$ cat src/pmp_pkg.sv
package pmp_pkg;
   // Register byte offsets on the bus
   localparam logic [7:0] PMP_CTRL_OFS = 8'h00;
   localparam logic [7:0] PMP_MODE_OFS = 8'h04;
   localparam logic [7:0] PMP_ADDR_OFS = 8'h08;
   localparam logic [7:0] PMP_PINEN_OFS = 8'h0c;
   localparam logic [7:0] PMP_STAT_OFS = 8'h10;
   localparam logic [7:0] PMP_PAD_OFS = 8'h14;
   localparam logic [7:0] PMP_OUT1_OFS = 8'h18;
   localparam logic [7:0] PMP_OUT2_OFS = 8'h1c;
   localparam logic [7:0] PMP_IN1_OFS = 8'h20;
   localparam logic [7:0] PMP_IN2_OFS = 8'h24;
   localparam logic [7:0] PMP_MDATA_OFS = 8'h28;
   localparam logic [7:0] PMP_CMD_OFS = 8'h2c;
   localparam logic [7:0] PMP_IRQ_OFS = 8'h30;
   localparam logic [7:0] PMP_IMASK_OFS = 8'h34;
   // Control field positions
   localparam int PMP_READ_STROBE_POLARITY_BIT = 0;
   localparam int PMP_WRITE_STROBE_POLARITY_BIT = 1;
   localparam int PMP_BEP_BIT = 2;
   localparam int PMP_CS1P_BIT = 3;
   localparam int PMP_CS2P_BIT = 4;
   localparam int PMP_ALP_BIT = 5;
   localparam int PMP_EN_BIT = 15;
   // Mode field positions
   localparam int PMP_END_PHASE_WAIT_LSB = 0;
   localparam int PMP_MIDDLE_PHASE_WAIT_LSB = 2;
   localparam int PMP_ADDRESS_PHASE_WAIT_LSB = 6;
   localparam int PMP_MODE_LSB = 8;
   localparam int PMP_IRQM_LSB = 13;
   localparam int PMP_BUSY_BIT = 15;
   localparam logic [1:0] PMP_MODE_MASTER1 = 2'b11;
   localparam logic [1:0] PMP_MODE_MASTER2 = 2'b10;
   localparam logic [1:0] PMP_MODE_SLAVE_ADDR = 2'b01;
   localparam logic [1:0] PMP_IRQM_CYCLE = 2'b01;
   localparam logic [1:0] PMP_IRQM_BUFFER = 2'b10;
   // Reset values
   localparam logic [15:0] PMP_ZERO_RST = 16'h0000;
   localparam logic [3:0] PMP_OBE_RST = 4'hf;
   // Interrupt status bit positions
   localparam int PMP_IRQ_CYCLE = 0;
   localparam int PMP_IRQ_INOVF = 1;
   localparam int PMP_IRQ_OUTUNF = 2;
   localparam int PMP_IRQ_BUF = 3;
   // Timing: one instruction cycle gap between operations, taken as 63 ns
   localparam int PMP_TCY_NS = 63;
   localparam int PMP_CLK_NS = 5;
   localparam int PMP_TCY_CYC = (PMP_TCY_NS + PMP_CLK_NS - 1) / PMP_CLK_NS;
   // AXI responses
   localparam logic [1:0] PMP_RESP_OKAY = 2'b00;
   localparam logic [1:0] PMP_RESP_SLVERR = 2'b10;

   typedef enum {PMP_IDLE, PMP_ADPH, PMP_MID, PMP_END, PMP_GAP} pmp_state_e;

   // Master cycle request
   typedef struct packed {
      logic wr;
      logic [15:0] addr;
      logic [7:0] data;
   } pmp_req_s;
endpackage

$ cat src/pmp_buf.sv
`timescale 1ns/1ps
// Four-byte slave buffer with registered read data
module pmp_buf
   import pmp_pkg::*;
(
   // Clock and reset
   input wire logic sys_clk,
   input wire logic resetn,
   // Write port
   input wire logic we,
   input wire logic [1:0] waddr,
   input wire logic [7:0] wdata,
   // Read port
   input wire logic [1:0] raddr,
   output logic [7:0] rdata,
   output logic [31:0] all_data
);
   logic [7:0] mem_reg [4];

   // Byte storage
   always_ff @(posedge sys_clk) begin
      if (!resetn) begin
         for (int i = 0; i < 4; i++) begin
            mem_reg[i] <= 8'h00;
         end
      end else if (we) begin
         mem_reg[waddr] <= wdata;
      end
   end

   // Registered read
   always_ff @(posedge sys_clk) begin
      if (!resetn) begin
         rdata <= 8'h00;
      end else begin
         rdata <= mem_reg[raddr];
      end
   end

   assign all_data = {mem_reg[3], mem_reg[2], mem_reg[1], mem_reg[0]};
endmodule

$ cat src/pmp_top.sv
// Chosen here: the register offsets and the AXI4-Lite slave port.
`timescale 1ns/1ps
// Functional notes
// RULE1: Byte enable polarity follows its control bit
// RULE2: Write polarity sets enable strobe in mode 11
// RULE3: Read polarity sets combined strobe in mode 11
// RULE4: Latch and select polarity ignored on address pins; code applies CS polarity, ALP unless middle wait 0
// RULE5: Interrupt mode 01 fires per completed cycle
// RULE6: Zero middle wait disables other waits
// RULE7: One instruction cycle between port operations
// RULE8: Address field plus two chip select bits
// RULE9: Top pins address or chip select when enabled
// RULE10: Pins 13 to 2 address when enabled
// RULE11: Pins 1 and 0 address or latch strobes
// RULE12: Inputs full only when all bytes full
// RULE13: Per-byte full set by host, cleared by read
// RULE14: Two low address lines pick buffer byte
// RULE15: Busy high during master cycle
// RULE16: Sticky overflow and underflow, software cleared
// RULE17: Output empty set by host read, cleared by write
module pmp_top
   import pmp_pkg::*;
(
   // Clock and reset
   input wire logic sys_clk,
   input wire logic resetn,
   // AXI4-Lite write channels
   input wire logic [7:0] s_axi_awaddr,
   input wire logic s_axi_awvalid,
   output logic s_axi_awready,
   input wire logic [31:0] s_axi_wdata,
   input wire logic [3:0] s_axi_wstrb,
   input wire logic s_axi_wvalid,
   output logic s_axi_wready,
   output logic [1:0] s_axi_bresp,
   output logic s_axi_bvalid,
   input wire logic s_axi_bready,
   // AXI4-Lite read channels
   input wire logic [7:0] s_axi_araddr,
   input wire logic s_axi_arvalid,
   output logic s_axi_arready,
   output logic [31:0] s_axi_rdata,
   output logic [1:0] s_axi_rresp,
   output logic s_axi_rvalid,
   input wire logic s_axi_rready,
   // Address pins
   output logic [15:0] parallel_address_lines,
   output logic [15:0] addr_pin_oe,
   // Data pins
   input wire logic [7:0] parallel_data_in,
   output logic [7:0] parallel_data_lines,
   output logic parallel_data_oe,
   // Strobes
   output logic read_strobe_pin,
   output logic write_strobe_pin,
   output logic byte_enable_pin,
   // Slave-side host strobes
   input wire logic host_cs,
   input wire logic host_rd,
   input wire logic host_wr,
   input wire logic [1:0] host_addr,
   // Interrupt
   output logic irq
);
   logic [15:0] ctrl_reg, mode_reg, addr_reg, pinen_reg, pad_reg;
   logic [7:0] mdata_reg;
   logic [3:0] ist_reg, imask_reg;
   logic [3:0] inf_reg, obe_reg;
   logic inovf_reg, outunf_reg;
   logic [31:0] outbuf_reg;
   pmp_state_e state_reg;
   pmp_req_s req_reg;
   logic [3:0] cnt_reg;
   logic busy, busy_reg;
   logic [1:0] pmode;
   logic cyc_done;
   // Bus-side holding
   logic aw_hold, w_hold, ar_pend;
   logic [7:0] aw_addr_reg, ar_addr_reg;
   logic [31:0] w_data_reg;
   logic wr_fire, rd_fire;
   logic [31:0] rd_data;
   logic rd_ok, wr_ok;
   // Host side
   logic host_wr_d, host_rd_d, host_wr_ev, host_rd_ev;
   logic [31:0] inbuf_all;
   logic [7:0] out_byte_q;
   logic cmd_start, cmd_wr;
   logic sw_rd_in1, sw_rd_in2;

   function automatic logic known_ofs(input logic [7:0] a);
      known_ofs = (a <= PMP_IMASK_OFS) && (a[1:0] == 2'b00);
   endfunction

   assign pmode = mode_reg[PMP_MODE_LSB +: 2];
   assign busy = (state_reg != PMP_IDLE) && (state_reg != PMP_GAP);

   // Write address and data capture, either order
   assign s_axi_awready = !aw_hold && !s_axi_bvalid;
   assign s_axi_wready = !w_hold && !s_axi_bvalid;
   assign wr_fire = aw_hold && w_hold && !s_axi_bvalid;
   always_ff @(posedge sys_clk) begin
      if (!resetn) begin
         aw_hold <= 1'b0;
         w_hold <= 1'b0;
         aw_addr_reg <= 8'h00;
         w_data_reg <= 32'h0;
         s_axi_bvalid <= 1'b0;
         s_axi_bresp <= PMP_RESP_OKAY;
      end else begin
         if (s_axi_awvalid && s_axi_awready) begin
            aw_hold <= 1'b1;
            aw_addr_reg <= s_axi_awaddr;
         end
         if (s_axi_wvalid && s_axi_wready) begin
            w_hold <= 1'b1;
            w_data_reg <= s_axi_wdata;
         end
         if (wr_fire) begin
            aw_hold <= 1'b0;
            w_hold <= 1'b0;
            s_axi_bvalid <= 1'b1;
            s_axi_bresp <= wr_ok ? PMP_RESP_OKAY : PMP_RESP_SLVERR;
         end else if (s_axi_bready) begin
            s_axi_bvalid <= 1'b0;
         end
      end
   end
   assign wr_ok = known_ofs(aw_addr_reg);

   // Software register writes
   always_ff @(posedge sys_clk) begin
      if (!resetn) begin
         ctrl_reg <= PMP_ZERO_RST;
         mode_reg <= PMP_ZERO_RST;
         addr_reg <= PMP_ZERO_RST;
         pinen_reg <= PMP_ZERO_RST;
         pad_reg <= PMP_ZERO_RST;
         mdata_reg <= 8'h00;
         imask_reg <= 4'h0;
      end else if (wr_fire) begin
         case (aw_addr_reg)
            PMP_CTRL_OFS: ctrl_reg <= w_data_reg[15:0];
            PMP_MODE_OFS: mode_reg[14:0] <= w_data_reg[14:0];
            PMP_ADDR_OFS: addr_reg <= w_data_reg[15:0]; // RULE8
            PMP_PINEN_OFS: pinen_reg <= w_data_reg[15:0];
            PMP_PAD_OFS: pad_reg <= {14'h0, w_data_reg[1:0]};
            PMP_MDATA_OFS: mdata_reg <= w_data_reg[7:0];
            PMP_IMASK_OFS: imask_reg <= w_data_reg[3:0];
            default: ;
         endcase
      end
   end

   // Outbound buffer words written by software
   always_ff @(posedge sys_clk) begin
      if (!resetn) begin
         outbuf_reg <= 32'h0;
      end else if (wr_fire && aw_addr_reg == PMP_OUT1_OFS) begin
         outbuf_reg[15:0] <= w_data_reg[15:0];
      end else if (wr_fire && aw_addr_reg == PMP_OUT2_OFS) begin
         outbuf_reg[31:16] <= w_data_reg[15:0];
      end
   end

   assign cmd_start = wr_fire && aw_addr_reg == PMP_CMD_OFS && ctrl_reg[PMP_EN_BIT];
   assign cmd_wr = w_data_reg[0];

   // Master cycle sequencer with wait phases
   always_ff @(posedge sys_clk) begin
      if (!resetn) begin
         state_reg <= PMP_IDLE;
         cnt_reg <= 4'h0;
         req_reg <= '0;
      end else begin
         case (state_reg)
            PMP_IDLE: begin
               if (cmd_start && pmode[1]) begin
                  req_reg <= '{wr: cmd_wr, addr: addr_reg, data: mdata_reg};
                  if (mode_reg[PMP_MIDDLE_PHASE_WAIT_LSB +: 4] == 4'h0) begin // RULE6
                     state_reg <= PMP_MID;
                     cnt_reg <= 4'h0;
                  end else begin
                     state_reg <= PMP_ADPH;
                     cnt_reg <= {2'b00, mode_reg[PMP_ADDRESS_PHASE_WAIT_LSB +: 2]};
                  end
               end
            end
            PMP_ADPH: begin
               if (cnt_reg == 4'h0) begin
                  state_reg <= PMP_MID;
                  cnt_reg <= mode_reg[PMP_MIDDLE_PHASE_WAIT_LSB +: 4];
               end else begin
                  cnt_reg <= cnt_reg - 4'h1;
               end
            end
            PMP_MID: begin
               if (cnt_reg != 4'h0) begin
                  cnt_reg <= cnt_reg - 4'h1;
               end else if (mode_reg[PMP_MIDDLE_PHASE_WAIT_LSB +: 4] == 4'h0) begin // RULE6
                  state_reg <= PMP_GAP;
                  cnt_reg <= 4'(PMP_TCY_CYC);
               end else begin
                  state_reg <= PMP_END;
                  cnt_reg <= {2'b00, mode_reg[PMP_END_PHASE_WAIT_LSB +: 2]};
               end
            end
            PMP_END: begin
               if (cnt_reg == 4'h0) begin
                  state_reg <= PMP_GAP;
                  cnt_reg <= 4'(PMP_TCY_CYC); // RULE7
               end else begin
                  cnt_reg <= cnt_reg - 4'h1;
               end
            end
            PMP_GAP: begin
               if (cnt_reg <= 4'h1) state_reg <= PMP_IDLE; // RULE7
               else cnt_reg <= cnt_reg - 4'h1;
            end
            default: state_reg <= PMP_IDLE;
         endcase
      end
   end
   assign cyc_done = (state_reg != PMP_GAP) && (state_reg != PMP_IDLE)
      && cnt_reg == 4'h0 && ((state_reg == PMP_END)
      || (state_reg == PMP_MID && mode_reg[PMP_MIDDLE_PHASE_WAIT_LSB +: 4] == 4'h0));

   // Read-only busy flag tracks the running cycle
   always_ff @(posedge sys_clk) begin
      if (!resetn) begin
         busy_reg <= 1'b0;
      end else begin
         busy_reg <= busy; // RULE15
      end
   end

   // Pin drive: polarity and pin function
   always_comb begin
      logic strobe_on, rd_pol, wr_pol;
      strobe_on = (state_reg == PMP_MID);
      rd_pol = ctrl_reg[PMP_READ_STROBE_POLARITY_BIT];
      wr_pol = ctrl_reg[PMP_WRITE_STROBE_POLARITY_BIT];
      parallel_address_lines = req_reg.addr & {2'b00, 14'h3fff}; // RULE8
      // Chip selects on top pins use their own polarity bits
      parallel_address_lines[15] = req_reg.addr[15] ~^ ctrl_reg[PMP_CS2P_BIT]; // RULE8
      parallel_address_lines[14] = req_reg.addr[14] ~^ ctrl_reg[PMP_CS1P_BIT]; // RULE8
      if (state_reg == PMP_ADPH) begin
         parallel_address_lines[1:0] = {2{ctrl_reg[PMP_ALP_BIT]}}; // RULE11
      end else if (state_reg == PMP_IDLE) begin
         parallel_address_lines[1:0] = {2{~ctrl_reg[PMP_ALP_BIT]}}; // RULE11
      end
      // Wait-free cycles drive true address bits on pins 1 and 0
      if (mode_reg[PMP_MIDDLE_PHASE_WAIT_LSB +: 4] == 4'h0) begin
         parallel_address_lines[1:0] = req_reg.addr[1:0]; // RULE4
      end
      addr_pin_oe = pinen_reg; // RULE9 RULE10 RULE11
      if (pmode == PMP_MODE_MASTER1) begin
         write_strobe_pin = strobe_on ? wr_pol : ~wr_pol; // RULE2
         read_strobe_pin = req_reg.wr ? ~rd_pol : rd_pol; // RULE3
      end else begin
         write_strobe_pin = (strobe_on && req_reg.wr) ? wr_pol : ~wr_pol; // RULE2
         read_strobe_pin = (strobe_on && !req_reg.wr) ? rd_pol : ~rd_pol; // RULE3
      end
      byte_enable_pin = busy ? ctrl_reg[PMP_BEP_BIT] : ~ctrl_reg[PMP_BEP_BIT]; // RULE1
   end

   // Data pin drive
   always_ff @(posedge sys_clk) begin
      if (!resetn) begin
         parallel_data_lines <= 8'h00;
         parallel_data_oe <= 1'b0;
      end else if (pmode[1]) begin
         parallel_data_lines <= req_reg.data;
         parallel_data_oe <= busy && req_reg.wr;
      end else begin
         parallel_data_lines <= out_byte_q;
         parallel_data_oe <= host_cs && host_rd;
      end
   end

   // Host strobe edges in slave modes
   always_ff @(posedge sys_clk) begin
      if (!resetn) begin
         host_wr_d <= 1'b0;
         host_rd_d <= 1'b0;
      end else begin
         host_wr_d <= host_cs && host_wr;
         host_rd_d <= host_cs && host_rd;
      end
   end
   assign host_wr_ev = host_cs && host_wr && !host_wr_d && !pmode[1];
   assign host_rd_ev = !(host_cs && host_rd) && host_rd_d && !pmode[1];

   // Inbound buffer written by host
   pmp_buf pmp_buf_inst (
      .sys_clk(sys_clk),
      .resetn(resetn),
      .we(host_wr_ev),
      .waddr(host_addr), // RULE14
      .wdata(parallel_data_in),
      .raddr(2'b00),
      .rdata(),
      .all_data(inbuf_all)
   );
   assign out_byte_q = outbuf_reg[{host_addr, 3'b000} +: 8]; // RULE14

   assign sw_rd_in1 = s_axi_arvalid && s_axi_arready && s_axi_araddr == PMP_IN1_OFS;
   assign sw_rd_in2 = s_axi_arvalid && s_axi_arready && s_axi_araddr == PMP_IN2_OFS;

   // Buffer status flags; hardware set wins over clear
   always_ff @(posedge sys_clk) begin
      if (!resetn) begin
         inf_reg <= 4'h0;
         obe_reg <= PMP_OBE_RST;
         inovf_reg <= 1'b0;
         outunf_reg <= 1'b0;
      end else begin
         for (int i = 0; i < 4; i++) begin
            if (host_wr_ev && host_addr == 2'(i)) inf_reg[i] <= 1'b1; // RULE13
            else if ((sw_rd_in1 && i < 2) || (sw_rd_in2 && i >= 2)) inf_reg[i] <= 1'b0;
            if (host_rd_ev && host_addr == 2'(i)) obe_reg[i] <= 1'b1; // RULE17
            else if (wr_fire && ((aw_addr_reg == PMP_OUT1_OFS && i < 2)
               || (aw_addr_reg == PMP_OUT2_OFS && i >= 2))) obe_reg[i] <= 1'b0; // RULE17
         end
         if (host_wr_ev && inf_reg[host_addr]) inovf_reg <= 1'b1; // RULE16
         else if (wr_fire && aw_addr_reg == PMP_STAT_OFS && !w_data_reg[14]) inovf_reg <= 1'b0;
         if (host_rd_ev && obe_reg[host_addr]) outunf_reg <= 1'b1; // RULE16
         else if (wr_fire && aw_addr_reg == PMP_STAT_OFS && !w_data_reg[6]) outunf_reg <= 1'b0;
      end
   end

   // Interrupt status, write one to clear, set wins
   always_ff @(posedge sys_clk) begin
      if (!resetn) begin
         ist_reg <= 4'h0;
      end else begin
         for (int i = 0; i < 4; i++) begin
            if ((i == PMP_IRQ_CYCLE && cyc_done
                  && mode_reg[PMP_IRQM_LSB +: 2] == PMP_IRQM_CYCLE) // RULE5
               || (i == PMP_IRQ_INOVF && host_wr_ev && inf_reg[host_addr])
               || (i == PMP_IRQ_OUTUNF && host_rd_ev && obe_reg[host_addr])
               || (i == PMP_IRQ_BUF && host_wr_ev
                  && mode_reg[PMP_IRQM_LSB +: 2] == PMP_IRQM_BUFFER)) begin
               ist_reg[i] <= 1'b1;
            end else if (wr_fire && aw_addr_reg == PMP_IRQ_OFS && w_data_reg[i]) begin
               ist_reg[i] <= 1'b0;
            end
         end
      end
   end
   assign irq = |(ist_reg & imask_reg);

   // Read channel
   assign s_axi_arready = !ar_pend && !s_axi_rvalid;
   always_comb begin
      rd_data = 32'h0;
      case (ar_addr_reg)
         PMP_CTRL_OFS: rd_data = {16'h0, ctrl_reg};
         PMP_MODE_OFS: rd_data = {16'h0, busy_reg, mode_reg[14:0]};
         PMP_ADDR_OFS: rd_data = {16'h0, addr_reg};
         PMP_PINEN_OFS: rd_data = {16'h0, pinen_reg};
         PMP_STAT_OFS: rd_data = {16'h0, &inf_reg, inovf_reg, 2'b00, inf_reg, // RULE12
            &obe_reg, outunf_reg, 2'b00, obe_reg};
         PMP_PAD_OFS: rd_data = {16'h0, pad_reg};
         PMP_OUT1_OFS: rd_data = {16'h0, outbuf_reg[15:0]};
         PMP_OUT2_OFS: rd_data = {16'h0, outbuf_reg[31:16]};
         PMP_IN1_OFS: rd_data = {16'h0, inbuf_all[15:0]};
         PMP_IN2_OFS: rd_data = {16'h0, inbuf_all[31:16]};
         PMP_MDATA_OFS: rd_data = {24'h0, mdata_reg};
         PMP_IRQ_OFS: rd_data = {28'h0, ist_reg};
         PMP_IMASK_OFS: rd_data = {28'h0, imask_reg};
         default: rd_data = 32'h0;
      endcase
   end
   assign rd_ok = known_ofs(ar_addr_reg);
   always_ff @(posedge sys_clk) begin
      if (!resetn) begin
         ar_pend <= 1'b0;
         ar_addr_reg <= 8'h00;
         s_axi_rvalid <= 1'b0;
         s_axi_rdata <= 32'h0;
         s_axi_rresp <= PMP_RESP_OKAY;
      end else begin
         if (s_axi_arvalid && s_axi_arready) begin
            ar_pend <= 1'b1;
            ar_addr_reg <= s_axi_araddr;
         end
         if (ar_pend) begin
            ar_pend <= 1'b0;
            s_axi_rvalid <= 1'b1;
            s_axi_rdata <= rd_data;
            s_axi_rresp <= rd_ok ? PMP_RESP_OKAY : PMP_RESP_SLVERR;
         end else if (s_axi_rready) begin
            s_axi_rvalid <= 1'b0;
         end
      end
   end

   // Checks
   busy_flag_a: assert property (@(posedge sys_clk) disable iff (!resetn) // RULE15
      busy |=> busy_reg) else $error("busy flag not set");
   gap_after_a: assert property (@(posedge sys_clk) disable iff (!resetn) // RULE7
      $fell(busy) |-> !busy [*8]) else $error("no gap between cycles");
   irq_cycle_a: assert property (@(posedge sys_clk) disable iff (!resetn) // RULE5
      cyc_done && mode_reg[PMP_IRQM_LSB +: 2] == PMP_IRQM_CYCLE |=> ist_reg[PMP_IRQ_CYCLE])
      else $error("cycle interrupt missing");
   full_all_a: assert property (@(posedge sys_clk) disable iff (!resetn) // RULE12
      ar_pend && ar_addr_reg == PMP_STAT_OFS |=> s_axi_rdata[15] == ($past(inf_reg) == 4'hf))
      else $error("full flag wrong");
   in_flag_a: assert property (@(posedge sys_clk) disable iff (!resetn) // RULE13
      host_wr_ev |=> inf_reg[$past(host_addr)]) else $error("in flag not set");
   out_flag_a: assert property (@(posedge sys_clk) disable iff (!resetn) // RULE17
      host_rd_ev |=> obe_reg[$past(host_addr)]) else $error("out flag not set");
   ovf_sticky_a: assert property (@(posedge sys_clk) disable iff (!resetn) // RULE16
      inovf_reg && !(wr_fire && aw_addr_reg == PMP_STAT_OFS) |=> inovf_reg)
      else $error("overflow lost");
   be_pol_a: assert property (@(posedge sys_clk) disable iff (!resetn) // RULE1
      busy |-> byte_enable_pin == ctrl_reg[PMP_BEP_BIT])
      else $error("byte enable polarity");
   cyc_cov_c: cover property (@(posedge sys_clk) disable iff (!resetn) cyc_done);
   host_cov_c: cover property (@(posedge sys_clk) disable iff (!resetn) host_wr_ev);
   irq_cov_c: cover property (@(posedge sys_clk) disable iff (!resetn) irq);
endmodule

$ cat config.mk
export PLATFORM = sky130hd
export DESIGN_NAME = pmp_top
export DESIGN_NICKNAME = d
export VERILOG_FILES = /design/src/pmp_pkg.sv /design/src/pmp_buf.sv /design/src/pmp_top.sv
export SDC_FILE = /design/constraint.sdc
export NUM_CORES = 1
export LEC_CHECK = 0
export BUFFER_PORTS_ARGS = -buffer_cell sky130_fd_sc_hd__buf_4
export CORE_MARGIN = 1.5
export CORE_UTILIZATION = 63
export DETAILED_ROUTE_END_ITERATION = 10
export GPL_TIMING_DRIVEN = 1
export HOLD_SLACK_MARGIN = 0.12
export PLACE_DENSITY = 0.86
export SYNTH_ARGS = -nofsm -noshare
export SYNTH_HDL_FRONTEND = slang
export SYNTH_HIERARCHICAL = 1
export SYNTH_SLANG_ARGS = --single-unit
$ cat constraint.sdc
create_clock -name sys_clk -period 4.1 [get_ports sys_clk]
set_clock_uncertainty 0.2 [all_clocks]
set_input_delay 0.82 -clock sys_clk [delete_from_list [all_inputs] [get_ports sys_clk]]
set_output_delay 0.82 -clock sys_clk [all_outputs]
set_load 0.02 [all_outputs]
==> summary.txt, run 1 <==
Outcome = completed
Critical-path top delay cell = dfxtp_1
Hold_ws = 0.249 ns
Clk_lat worst skew = 0.55 ns
Pin count of the biggest net entering global routing = 162
Initial core utilization = 64.8%
Hold Buf Count CTS = 0
Routed len/inst = 21.5 µm
CP required = 3.08 ns
PostCTS Resize Cnt = 0
Final Worst Setup Slack = 0.860 ns
Post-CTS Setup Bufs = 0
Die X = 142 µm
CP endpoint = read_strobe_pin
Leakage power = 4.94 nW
Slew @ Worst Pin = 1.16 ns
Max Freq = 309 MHz
Worst IR Drop VDD = 0.000397 V
Cell Chain, Critical Path = nand2_1 -> a21oi_1 -> xnor2_1 -> buf_4
Number of I/O pins = 158
Detailed Route WL = 36.4 mm
Crit. End Element = primary output
Initial antenna violation count = 1
DR vias/cell = 6.33
RSZ-0062 raised after global routing = false
Class of the worst hold path = reg2reg
GRT Util Overall = 35.9%
NumNets Final = 1483
RR Startpoint = mode_reg[9]$_SDFFE_PN0P_
Clk sinks = 254
Max Slew Vio Count = 0
Multi-input gate area = 6200 µm²
Row Count = 50
Cell Area, Synth = 12300 µm²
PortBufs = 119
R2R Setup Slk = 1.32 ns
Filler Cells Inserted = 1407
WL met2 = 16.7 mm
Top sig layer = met4
Setup violations, final = 0
Reg2reg path depth = 5
CP Max Fanout = 18
Syn Area/Cell = 9.00 µm²
Worst path depth = 4
P&R area growth vs syn = 13.8%
Slew headroom = 22.5%
Residual DRC count = 0
Crit path kind = reg2out
Crit path time final = 3.24 ns
Most common cell after layout, fill and taps aside = nand2_1
Vias in the first global route = 9979
Clock transition at path regs = 0.06 ns
Cell Area, Placed = 13000 µm²
DRT iter0 DRCs = 1268
CP startpoint kind = flop
Top delay family on crit path = flip-flops
DRT met1 WL = 14.5 mm
Vias = 10695
Crit path buf inv count = 1
CP peak stage delay = 1.00 ns
Global placer's final weighted congestion = 1.02
Pwr dens = 401 nW/µm²
Most frequent cells in the layout = 281 x nand2_1, 222 x dfxtp_1, 137 x buf_4
Share of cells above drive strength 1 = 16.2%
Reg area = 5410 µm²
Die area = 20300 µm²
Fin area = 13900 µm²
Final hold vios = 0
CORE AREA = 18900 µm²
First-pass GRT wire length = 56.1 mm
Worst r2r dst = req_reg[3]$_SDFFE_PN0P_
Period utilisation layout = 79.0%
CTS Buf Count = 27
Max Root-Sink Buffers = 3
Routed Antenna Nets = 0
Total gr overflow = 0
CP arrival = 2.22 ns
Pre-antenna DRT Iters = 5
Root buf cell = clkbuf_16
DP HPWL = 24.8 mm
Max-Cap Viols = 0
Final setup TNS = 0 ns
H-tree levels = 1
DR WL met3 = 3.62 mm
Die height = 142 µm
CTS tree = done
Cells after synthesis = 1362
Pre-CTS setup slack = 1.21 ns
Synth Warn # = 6
Ant. Diodes = 0
CP Launch Point = mode_reg[9]$_SDFFE_PN0P_
## layout make-up
type | instances | area share, %
multi-input combinational | 975 | 44.4
clock inverter | 15 | 1.29
clock buffer | 35 | 5.30
tap | 260 | 2.33
timing repair buffer | 138 | 7.52
inverter | 13 | 0.350
sequential | 254 | 38.8
## per-layer routing
| metal | GRT usage (%) | up-vias |
|---|---|---|
| li1 | - | 4845 |
| met1 | 48.3 | 5096 |
| met2 | 56.7 | 644 |
| met3 | 7.07 | 110 |
| met4 | 14.9 | 0 |
| met5 | 0 | - |
## tightest hold or removal path, stage by stage (launching register included)
cell and delay (ns):
dfxtp_1 0.31, nand2_1 0.05, a21boi_1 0.05
## metrics by stage
stage | util [%] | power, mW | instances
2_1_floorplan | - | 2.97 | 1379
3_3_place_gp | 68.9 | 3.12 | 1640
3_5_place_dp | 68.9 | 3.13 | 1640
4_1_cts | 73.8 | 5.58 | 1690
5_1_grt | 73.8 | 5.74 | 1690
6_report | 73.8 | 5.59 | 1690
## power by group
group	total (mW)	switching, mW	internal (mW)
sequential	2.64	0.0763	2.56
clock	2.50	1.02	1.48
combinational	0.453	0.287	0.166
total	5.59	1.38	4.21
## how the worst min path moves through the flow
| stage | from | endpoint | cells after the start |
|---|---|---|---|
| 6_report | parallel_address_lines[5]$_SDFFE_PN0P_ | parallel_address_lines[5]$_SDFFE_PN0P_ | 2 |
| 4_1_cts | parallel_address_lines[6]$_SDFFE_PN0P_ | parallel_address_lines[6]$_SDFFE_PN0P_ | 2 |
| 5_1_grt | parallel_address_lines[6]$_SDFFE_PN0P_ | parallel_address_lines[6]$_SDFFE_PN0P_ | 2 |
| 3_5_place_dp | parallel_address_lines[6]$_SDFFE_PN0P_ | parallel_address_lines[6]$_SDFFE_PN0P_ | 2 |
| 3_3_place_gp | req_reg[5]$_SDFFE_PN0P_ | req_reg[5]$_SDFFE_PN0P_ | 2 |
| 2_1_floorplan | req_reg[5]$_SDFFE_PN0P_ | req_reg[5]$_SDFFE_PN0P_ | 2 |
Power figures use the tool's default switching activity.
==> run 2: changes to the inputs <==
--- a/config.mk
+++ b/config.mk
@@ -7,11 +7,11 @@
 export LEC_CHECK = 0
 export BUFFER_PORTS_ARGS = -buffer_cell sky130_fd_sc_hd__buf_4
 export CORE_MARGIN = 1.5
-export CORE_UTILIZATION = 63
+export CORE_UTILIZATION = 53
 export DETAILED_ROUTE_END_ITERATION = 10
 export GPL_TIMING_DRIVEN = 1
 export HOLD_SLACK_MARGIN = 0.12
-export PLACE_DENSITY = 0.86
+export PLACE_DENSITY = 0.77
 export SYNTH_ARGS = -nofsm -noshare
 export SYNTH_HDL_FRONTEND = slang
 export SYNTH_HIERARCHICAL = 1
==> constraint.sdc (replaced) <==
create_clock -name sys_clk -period 2.6 [get_ports sys_clk]
set_clock_uncertainty 0.2 [all_clocks]
set_input_delay 0.52 -clock sys_clk [delete_from_list [all_inputs] [get_ports sys_clk]]
set_output_delay 0.52 -clock sys_clk [all_outputs]
set_load 0.02 [all_outputs]
==> run 2 against run 1 <==
  * Via count increased by 1.5%
  * Final cell count increased by 6.7%
  * Total power increased by 63%
  * Critical endpoint unchanged
  * Clock power increased by 65%
  * Die area increased by 18%
  * Largest power group unchanged
==> summary.txt, run 2 (same netlist as run 1, synthesis figures left out) <==
Outcome = completed
Slew headroom = 50.8% (+28 points)
Die X = 155 µm (+8.8%)
Residual DRC count = 0 (unchanged)
Crit path time final = 2.51 ns
Pwr dens = 613 nW/µm² (+53%)
GRT Util Overall = 31.2% (-4.7 points)
Initial core utilization = 54.1% (-11 points)
Ant. Diodes = 0 (unchanged)
Max Root-Sink Buffers = 3 (unchanged)
Pre-antenna DRT Iters = 5 (unchanged)
Max-Cap Viols = 0 (unchanged)
Crit path kind = reg2out
Global placer's final weighted congestion = 1.00 (-1.5%)
PortBufs = 119 (unchanged)
Number of I/O pins = 158 (unchanged)
Clk_lat worst skew = 0.54 ns (about the same)
Non-Filler Instances = 1804 (+6.7%)
Final hold vios = 0 (unchanged)
Class of the worst hold path = in2reg
Routed len/inst = 21.1 µm (-2.0%)
Final Worst Setup Slack = 0.0900 ns (-0.770 ns)
Initial antenna violation count = 0 (-1)
Leakage power = 5.38 nW (+8.8%)
Hold depth = 3 (+1)
Worst r2r dst = addr_pin_oe[15]$_SDFFE_PN0P_
Total gr overflow = 0 (unchanged)
Row Count = 55 (+10%)
CP arrival = 1.79 ns (-0.43 ns)
Most common cell after layout, fill and taps aside = nand2_1
Most frequent cells in the layout = 281 x nand2_1, 219 x dfxtp_1, 171 x buf_4
Die area = 24000 µm² (+18%)
P&R area growth vs syn = 21.4%
DP HPWL = 26.1 mm (+5.5%)
Detailed Route WL = 38.0 mm (+4.6%)
NumNets Final = 1571 (+5.9%)
CTS Buf Count = 28 (+3.7%)
Clock transition at path regs = 0.06 ns (about the same)
Cell Area, Placed = 13400 µm² (+2.8%)
Hold Path End = w_hold$_SDFFE_PP0P_
Die height = 155 µm (+8.8%)
Fin area = 14900 µm² (+6.7%)
Utilization after layout = 65.7% (-8.1 points)
Setup violations, final = 0 (unchanged)
DP Cell Count = 1700 (+3.7%)
CP startpoint kind = flop
H-tree levels = 1 (unchanged)
Vias = 10860 (+1.5%)
Slew @ Worst Pin = 0.737 ns (-0.425 ns)
CP Max Fanout = 7 (-11)
RR Startpoint = aw_addr_reg[7]$_SDFFE_PN0P_
Pin count of the biggest net entering global routing = 111 (-31%)
DRT iter0 DRCs = 1195 (-5.8%)
Root buf cell = clkbuf_16
Vias in the first global route = 10243 (+2.6%)
Clk sinks = 254 (unchanged)
Reg2reg path depth = 7 (+2)
Worst Min Path Start = s_axi_wvalid
RSZ-0062 raised after global routing = false
CORE AREA = 22600 µm² (+20%)
CP required = 1.88 ns (-1.20 ns)
Routed Antenna Nets = 0 (unchanged)
Pre-CTS setup slack = 0.252 ns (-0.953 ns)
Period utilisation layout = 96.5%
Crit. End Element = primary output
First-pass GRT wire length = 58.2 mm (+3.6%)
Final setup TNS = 0 ns (unchanged)
DR vias/cell = 6.02 (-4.9%)
R2R Setup Slk = 0.30 ns (-1.02 ns)
CTS tree = done
Share of cells above drive strength 1 = 18.0% (+1.8 points)
Worst IR Drop VDD = 0.000609 V (+53%)
Max Slew Vio Count = 0 (unchanged)
Max Freq = 398 MHz
[run 2: changes by cell type in the layout (fill, tap and decap cells not counted), sizes merged]
cell | before | now
dlygate4sd3 | 0 | 47
clkbuf | 35 | 47
buf | 138 | 178
clkinv | 11 | 1
[run 2: area by class of cell]
class                   instances  area, µm²
fillers                      1808       7760
repair buffers                225       1890
flip-flops and latches        254       5410
multi-input cells             975       6210
inverters                      13       48.8
clock buffers                  47        865
well taps                     285        357
clock inverters                 5        104
[run 2: routing by layer]
| layer | vias to the layer above | GRT usage [%] | part of all wire (%) |
|---|---|---|---|
| met2 | 520 | 50.1 | 46 |
| li1 | 5023 | - | - |
| met4 | 0 | 12.5 | 4.3 |
| met3 | 109 | 5.74 | 8.6 |
| met1 | 5208 | 41.7 | 41 |
| met5 | - | 0 | 0 |
[run 2: power breakdown]
group          leakage [nW]  internal (mW)  total (mW)  switching [mW]
registers              2.13           4.05        4.18           0.131
clock network         0.475           2.55        4.13            1.58
logic                  2.78          0.345       0.813           0.468
total                  5.38           6.94        9.12            2.18
[run 2: how the worst max path moves through the flow]
stage	startpoint	to	slack, ns
after floorplan	host_cs	pmp_buf_inst/mem_reg[2][0]$_SDFFCE_PN0P_	0.01
after global placement	host_cs	pmp_buf_inst/mem_reg[0][4]$_SDFFCE_PN0P_	0.30
after detailed placement	host_cs	pmp_buf_inst/mem_reg[1][6]$_SDFFCE_PN0P_	0.25
after CTS	state_reg[1]$_SDFFE_PN0P_	read_strobe_pin	0.03
after global routing	state_reg[1]$_SDFFE_PN0P_	write_strobe_pin	0.03
final	mode_reg[9]$_SDFFE_PN0P_	read_strobe_pin	0.09
[run 2: through the flow]
| stage | power (mW) | hold WS, ns |
|---|---|---|
| after floorplan | 4.68 | 0.230 |
| after global placement | 4.97 | 0.237 |
| after detailed placement | 4.99 | 0.249 |
| after CTS | 9.12 | 0.148 |
| after global routing | 9.36 | 0.165 |
| final | 9.12 | 0.149 |
[run 2: worst max-delay path: stages, from the launching register on]
cell and delay, ns:
dfxtp_2 0.50, buf_4 0.20, nand2_1 0.06, a21oi_2 0.16
xnor2_1 0.15, buf_4 0.18
[run 2: timing repair]
| item | 4_1_cts | 5_1_grt |
|---|---|---|
| gates resized for setup | 2 | 4 |
| endpoints found under the setup margin | 2 | 2 |
| hold buffers | 47 | 0 |
| endpoints found under the hold margin | 59 | 0 |
| setup buffers | 0 | 5 |
| pin swaps | 0 | 0 |
